--- src/design/tmi_pkg.sv ---
// constants and carrier types for the two-wire master interrupt-enable block
// assumes a 40 MHz apb clock shared with the bus engine that raises the events
package tmi_pkg;

    ////////////////////////////////////////////////////////////////////////////
    // register byte offsets
    localparam logic [11:0] TMI_OFF_ENABLE     = 12'h300;  // read/write enable view
    localparam logic [11:0] TMI_OFF_ENABLE_SET = 12'h304;  // write-one-to-set view
    localparam logic [11:0] TMI_OFF_ENABLE_CLR = 12'h308;  // write-one-to-clear view
    localparam logic [11:0] TMI_OFF_PENDING    = 12'h310;  // sticky event status, read only
    localparam logic [11:0] TMI_OFF_PEND_CLR   = 12'h314;  // status clear, write only

    ////////////////////////////////////////////////////////////////////////////
    // field positions, one per event
    localparam int TMI_BIT_HALT     = 1;
    localparam int TMI_BIT_ERROR    = 9;
    localparam int TMI_BIT_PAUSED   = 18;
    localparam int TMI_BIT_RX_BEGAN = 19;
    localparam int TMI_BIT_TX_BEGAN = 20;
    localparam int TMI_BIT_FINAL_IN = 23;
    localparam int TMI_BIT_FINALOUT = 24;

    // implemented bits; all others read as zero
    localparam logic [31:0] TMI_EVT_MASK    = 32'h019C0202;
    localparam logic [31:0] TMI_RESET_VALUE = 32'h00000000;

    ////////////////////////////////////////////////////////////////////////////
    // carriers
    typedef struct packed {
        logic        halt_done_event;       // engine halted
        logic        error_event;           // bus error seen
        logic        paused_event;          // engine paused
        logic        receive_began_event;   // receive started
        logic        transmit_began_event;  // transmit started
        logic        final_byte_in_event;   // last byte begins to be received
        logic        final_byte_out_event;  // last byte begins to be sent
    } tmi_events_t;

    typedef struct packed {
        logic        psel;
        logic        penable;
        logic        pwrite;
        logic [11:0] paddr;
        logic [31:0] pwdata;
    } tmi_apb_req_t;

endpackage : tmi_pkg

--- src/design/tmi_irq_enable.sv ---
// apb register slave holding the event interrupt enables and sticky status
// assumes events are one-cycle pulses from logic on the same clock
module tmi_irq_enable
    import tmi_pkg::*;
(
    input  wire logic         clk,
    input  wire logic         reset,
    input  wire tmi_apb_req_t apb_req,
    output logic              pready,
    output logic              pslverr,
    output logic [31:0]       prdata,
    input  wire tmi_events_t  events,
    output logic              irq
);

    ////////////////////////////////////////////////////////////////////////////
    // decode helpers
    function automatic logic is_mapped(input logic [11:0] a);
        is_mapped = (a == TMI_OFF_ENABLE) || (a == TMI_OFF_ENABLE_SET) || (a == TMI_OFF_ENABLE_CLR) ||
                    (a == TMI_OFF_PENDING) || (a == TMI_OFF_PEND_CLR);
    endfunction

    function automatic logic [31:0] evt_vec(input tmi_events_t e);
        logic [31:0] v;
        v = 32'h00000000;
        v[TMI_BIT_HALT]     = e.halt_done_event;
        v[TMI_BIT_ERROR]    = e.error_event;
        v[TMI_BIT_PAUSED]   = e.paused_event;
        v[TMI_BIT_RX_BEGAN] = e.receive_began_event;
        v[TMI_BIT_TX_BEGAN] = e.transmit_began_event;
        v[TMI_BIT_FINAL_IN] = e.final_byte_in_event;
        v[TMI_BIT_FINALOUT] = e.final_byte_out_event;
        evt_vec = v;
    endfunction

    logic [31:0] enable_reg;    // shared enable flops
    logic [31:0] enable_next;   // next enable value
    logic [31:0] pending_reg;   // sticky event status
    logic [31:0] pending_next;  // next status value
    logic [31:0] evt_now;       // this cycle's events in register layout
    logic        wr_take;       // write takes effect this edge
    logic        rd_setup;      // read setup cycle, data captured
    logic [31:0] wmask;         // write data limited to implemented bits

    ////////////////////////////////////////////////////////////////////////////
    // bus handshake: one wait-free access phase, data captured in setup
    assign pready   = apb_req.psel & apb_req.penable;                    // answers in first access cycle
    assign pslverr  = pready & ~is_mapped(apb_req.paddr);                // unmapped address flagged
    assign wr_take  = pready & apb_req.pwrite & is_mapped(apb_req.paddr);
    assign rd_setup = apb_req.psel & ~apb_req.penable & ~apb_req.pwrite;
    assign wmask    = apb_req.pwdata & TMI_EVT_MASK;
    assign evt_now  = evt_vec(events) & TMI_EVT_MASK;

    ////////////////////////////////////////////////////////////////////////////
    // enable update; every view edits the same flops
    always_comb begin
        enable_next = enable_reg;
        if (wr_take) begin
            case (apb_req.paddr)
                TMI_OFF_ENABLE:     enable_next = wmask;
                TMI_OFF_ENABLE_SET: enable_next = enable_reg | wmask;
                TMI_OFF_ENABLE_CLR: enable_next = enable_reg & ~wmask;
                default:            enable_next = enable_reg;            // other registers leave it
            endcase
        end
    end

    // enable flops
    always_ff @(posedge clk) begin
        if (reset) begin
            enable_reg <= TMI_RESET_VALUE;
        end else begin
            enable_reg <= enable_next;
        end
    end

    ////////////////////////////////////////////////////////////////////////////
    // sticky status; an event in the clearing cycle survives the clear
    always_comb begin
        pending_next = pending_reg;
        if (wr_take && apb_req.paddr == TMI_OFF_PEND_CLR) begin
            pending_next = pending_reg & ~wmask;
        end
        pending_next = pending_next | evt_now;                           // set beats clear
    end

    always_ff @(posedge clk) begin
        if (reset) begin
            pending_reg <= TMI_RESET_VALUE;
        end else begin
            pending_reg <= pending_next;
        end
    end

    ////////////////////////////////////////////////////////////////////////////
    // read data, registered in the setup cycle
    always_ff @(posedge clk) begin
        if (reset) begin
            prdata <= 32'h00000000;
        end else if (rd_setup) begin
            case (apb_req.paddr)
                TMI_OFF_ENABLE:     prdata <= enable_reg;
                TMI_OFF_ENABLE_SET: prdata <= enable_reg;
                TMI_OFF_ENABLE_CLR: prdata <= enable_reg;
                TMI_OFF_PENDING:    prdata <= pending_reg;
                default:            prdata <= 32'h00000000;              // write-only and unmapped read zero
            endcase
        end
    end

    ////////////////////////////////////////////////////////////////////////////
    // interrupt line: level, high while an enabled event is pending
    assign irq = |(pending_reg & enable_reg);
endmodule // tmi_irq_enable

--- config.mk ---
export PLATFORM = sky130hd
export DESIGN_NAME = tmi_irq_enable
export DESIGN_NICKNAME = d
export VERILOG_FILES = /design/src/design/tmi_pkg.sv /design/src/design/tmi_irq_enable.sv
export SDC_FILE = /design/constraint.sdc
export NUM_CORES = 1
export LEC_CHECK = 0
export BUFFER_PORTS_ARGS = -buffer_cell sky130_fd_sc_hd__buf_2
export CORE_MARGIN = 5
export CORE_UTILIZATION = 24
export DETAILED_ROUTE_END_ITERATION = 6
export MAX_ROUTING_LAYER = met4
export PLACE_DENSITY = 0.59
export SYNTH_ARGS = -nofsm -noshare
export SYNTH_HDL_FRONTEND = slang
export SYNTH_SLANG_ARGS = --single-unit
--- constraint.sdc ---
create_clock -name clk -period 2.1 [get_ports clk]
set_input_delay 0.315 -clock clk [delete_from_list [all_inputs] [get_ports clk]]
set_output_delay 0.315 -clock clk [all_outputs]
set_load 0.03 [all_outputs]
==> results of run 1 <==
==> area by class of cell <==
cell class                      instances  area (um^2)
Clock buffer                            4         45.0
Inverter                                7         26.3
Tap cell                               72         90.1
Fill cell                             606         3930
Timing Repair Buffer                   44          230
Sequential cell                        21          420
Multi-Input combinational cell        121          766
==> layout by cell type, fill, tap and decap left out, drive strengths merged <==
cell,Yosys,final
buf,31,44
conb,1,25
nor2,24,24
dfxtp,21,21
a211oi,21,21
a21oi,8,8
nand2,8,8
nor3b,8,8
inv,7,7
a221o,7,7
nand3,4,4
clkbuf,1,4
and2,2,2
o21a,2,2
a22oi,2,2
and4,2,2
nor4,2,2
and4bb,1,1
nor3,1,1
a222oi,1,1
xnor2,1,1
and3,1,1
nor4b,1,1
==> routing by layer <==
layer	global-route usage (%)	share of wire (%)	vias to the layer above
li1	-	-	599
met1	12.5	45	523
met2	14.5	45	55
met3	2.33	7.7	4
met4	4.60	2.2	0
met5	-	0	-
==> cells by family (layout without fill, tap and decap cells) <==
group | after synthesis | in the layout | synth area share [%]
other cells | 1 | 25 | 0.275
flops | 21 | 21 | 30.9
buf+inv | 39 | 55 | 19.5
xor+xnor | 1 | 1 | 0.643
simple gates | 54 | 54 | 22.4
compound gates | 41 | 41 | 26.3
==> worst max-delay path: stages <==
cell and delay [ps]:
buf_2 90, and4bb_2 320, nand3_1 180, o21a_1 220, buf_2 170
==> metrics by stage <==
stage | total power (W) | util [%] | area [um^2] | setup slack, ps
2_1_floorplan | 0.000592 | - | 1450 | 649
3_3_place_gp | 0.000615 | 27.8 | 1530 | 435
3_5_place_dp | 0.000618 | 27.8 | 1530 | 407
4_1_cts | 0.000880 | 28.7 | 1580 | 467
5_1_grt | 0.000921 | 28.7 | 1580 | 383
6_report | 0.000870 | 28.7 | 1580 | 490
==> final timing paths <==
path	startpoint	depth (start not counted)	slack, ps	end
worst max-delay path	apb_req[32]	5	490	pslverr
worst min-delay path	apb_req[23]	2	310	enable_reg[23]$_SDFFE_PP0P_
worst max register to register	enable_reg[24]$_SDFFE_PP0P_	3	1220	enable_reg[24]$_SDFFE_PP0P_
worst min register to register	pending_reg[24]$_SDFF_PP0_	2	510	prdata[24]$_SDFFE_PP0P_
==> power groups by stage <==
| stage | clock network (W) | registers (W) | logic, W |
|---|---|---|---|
| global placement | 0 | 0.000434 | 0.000182 |
| detailed placement | 0 | 0.000434 | 0.000184 |
| floorplan | 0 | 0.000444 | 0.000148 |
| global route | 0.000296 | 0.000427 | 0.000199 |
| CTS | 0.000271 | 0.000424 | 0.000184 |
| finish | 0.000261 | 0.000425 | 0.000185 |
==> metrics.csv, run 1 <==
metric;value;unit
Vert. Die Dim;85.3;um
Peak VDD IR;0.189;mV
layout cell share with drive strength beyond 1;30.5;%
P_int;0.000600;W
Wirelength per Cell;13.1;um
DR DRC count;0;
Arr. time, crit path;1300;ps
CTS Hold Bufs;0;
fin nets;254;
synth cell count leaders;buf_4, nor2_1, dfxtp_1;
IO Pins;91;
die width;85.3;um
RSZ-0062 raised after global routing;false;
Power Density;552;nW/um^2
Crit. End Element;output port;
top cells by area, synth;dfxtp_1, buf_4, a211oi_2, nor2_1, a211oi_1;
Setup CP Type;input port to output port;
Starting Density;24.7;%
antenna-violating nets left;0;
Setup Fix Bufs, Post-CTS;0;
Final HPWL DP;2740;um
GRT overflow;0;
Max-Cap Viols;0;
Fmax;0.621;GHz
switching power;0.000270;W
Worst Path Required;1780;ps
Synth area leader;dfxtp_1;
WL final;3510;um
Final Hold Viols;0;
sequential power share;48.8;%
Post-synth EDFFs;0;
Synth top area share;30.9;%
most common cell in the netlist;buf_4;
startpoint types;input port;
Clock power frac;29.9;%
FFs w/ async S/R, synth;0;%
Vias;1181;
fin crit share;76.7;%
routability-driven placement congestion ratio;0.736;
# diodes;0;
LEAKAGE;0.633;nW
Netlist cell types;29;
Core Footprint;5510;um^2
Fin Hold WS;313;ps
Worst Skew;1.05;ps
DRT iter0 DRCs;94;
PostCTS Resize Cnt;0;
Clock Latency Late Sink;250;ps
CTS tree;built;
Finished Layout Cells;269;
Sink Count;21;
vias in the first global route;1158;
Syn Std Cell Area;1360;um^2
minimum clock period;1610;ps
critical path peak fanout;4;
CTS H-tree depth;1;
Rows;27;
P&R area growth vs syn;15.9;%
largest net degree at the start of global routing;15;
Final Max Tran Viols;0;
Combinational Power Share;21.3;%
Setup TNS Final;0;ps
CTS max path bufs;2;
ys flop type;dfxtp_1;
# setup viols final;0;
Port Buffers;40;
Via density;4.39;
clock transition at the registers of the reported paths;70;ps
Num CTS Buffers;3;
initial antenna violation count;0;
Mapped Cells;157;
#FFs+latches synth;21;
die area;7280;um^2
syn avg cell area;8.67;um^2
worst min-delay path class;input port to flip-flop;
dpl cells;265;
first-pass GRT wire length;5560;um
GRT Util Overall;9.79;%
synthesis warning total;0;
run status;completed;
drt pass-1 iters;4;
sequential share of the synthesized area;30.9;%
Root Driver;clkbuf_8;
Switching Fraction;31.1;%
Power figures use the tool's default switching activity.
==> inputs of run 2 (changes only) <==
==> constraint.sdc (replaced) <==
create_clock -name clk -period 1.6 [get_ports clk]
set_input_delay 0.24 -clock clk [delete_from_list [all_inputs] [get_ports clk]]
set_output_delay 0.24 -clock clk [all_outputs]
set_load 0.03 [all_outputs]
==> run 2 against run 1 <==
Clock skew is essentially flat; critical path depth shrank 2; clock power grew 36%; core utilization grew 0.68 points; worst setup slack got worse by 430 ps; sequential share of layout area fell by 0.39 points; highest routed layer unchanged; via count increased by 1.4%; critical endpoint is now irq; largest cell class unchanged; combinational power rose by 31%.
==> metrics.csv, run 2 (same netlist as run 1, synthesis figures left out) <==
metric;value;unit
run status;completed;
Hold Path Depth;2;
worst reg-to-reg path cell count;3;
GRT overflow;0;
Port Buffers;40;
Root Driver;clkbuf_8;
Peak VDD IR;0.279;mV
Setup CP Type;flip-flop to output port;
initial antenna violation count;0;
Setup Fix Bufs, Post-CTS;0;
# diodes;0;
RSZ-0062 raised after global routing;false;
Worst Skew;1.07;ps
Max-Cap Viols;0;
IO Pins;91;
first-pass GRT wire length;5580;um
Final Hold Viols;0;
WL final;3560;um
commonest cells after routing, fill and taps aside;buf_2, conb_1, nor2_1;
Vert. Die Dim;85.3;um
Vias;1198;
CTS max path bufs;2;
Fin Hold WS;232;ps
worst min-delay path class;input port to flip-flop;
Clock Latency Late Sink;260;ps
Final Max Tran Viols;0;
Rows;27;
Crit. End Element;output port;
DRT iter0 DRCs;105;
Setup TNS Final;0;ps
Via density;4.42;
Final HPWL DP;2770;um
Critical Path, Cell by Cell;a222oi_1 > nand3_1 > buf_6;
crit path max-delay cell type;a222oi_1;
DR DRC count;0;
Starting Density;24.7;%
P&R area growth vs syn;18.7;%
die width;85.3;um
length of routed met3 wiring;279;um
biggest cell delay along the critical path;360;ps
GRT Util Overall;9.85;%
fin nets;256;
antenna-violating nets left;0;
Num CTS Buffers;3;
LEAKAGE;0.648;nW
R2R Setup Slk;720;ps
clock transition at the registers of the reported paths;80;ps
die area;7280;um^2
largest net degree at the start of global routing;16;
drt pass-1 iters;4;
layout cell share with drive strength beyond 1;32.7;%
minimum clock period;1540;ps
routability-driven placement congestion ratio;0.789;
met1 WL;1590;um
WL met2;1630;um
Fmax;0.650;GHz
Power Density;715;nW/um^2
most common cell after layout, fill and taps aside;buf_2;
Sink Count;21;
top layer in use;met4;
# setup viols final;0;
fin crit share;96.1;%
CTS tree;built;
vias in the first global route;1150;
Arr. time, crit path;1300;ps
Wirelength per Cell;13.1;um
critical path peak fanout;3;
startpoint types;flip-flop;
CTS H-tree depth;1;
Worst Path Required;1360;ps
Core Footprint;5510;um^2
run 2: critical path, delay by kind of cell (launching register included):
family                 cells  cell delay, ps
AND/OR/NAND/NOR            1             170
buffers and inverters      1             170
flip-flops                 1             330
AO/OA/AOI/OAI              1             360
run 2: layout make-up:
class                   count  area, um^2
fillers                   604        3890
multi-input cells         121         766
flip-flops and latches     21         424
repair buffers             46         264
well taps                  72        90.1
clock buffers               4        45.0
inverters                   7        26.3
run 2: power breakdown:
part	internal [W]	total [W]	switching, W
registers	0.000544	0.000557	0.0000134
logic	0.0000670	0.000242	0.000175
clock network	0.000178	0.000355	0.000178
run 2: worst paths after layout:
kind                                 end                        from
min          enable_reg[20]$_SDFFE_PP0P_                 apb_req[20]
max reg2reg   enable_reg[9]$_SDFFE_PP0P_  enable_reg[9]$_SDFFE_PP0P_
min reg2reg      prdata[18]$_SDFFE_PP0P_  pending_reg[18]$_SDFF_PP0_
max                                  irq  pending_reg[18]$_SDFF_PP0_
run 2: stage by stage:
step	setup slack [ps]	utilization, %	power [W]	instance area (um^2)	std cells
CTS	26.4	29.2	0.00116	1610	271
finish	62.6	29.3	0.00115	1620	271
global placement	94.6	28.3	0.000808	1560	267
floorplan	224	-	0.000777	1450	181
global route	2.17	29.3	0.00121	1620	271
detailed placement	79.4	28.3	0.000811	1560	267
run 2: metal layers:
layer	vias up	global-route usage, %
met1	535	12.8
met5	-	-
met4	0	4.75
met3	4	1.46
met2	58	14.9
li1	601	-
run 2: repair_timing:
item | 4_1_cts | 5_1_grt
hold buffers | 0 | 0
gates resized for setup | 0 | 6
endpoints found under the setup margin | 0 | 1
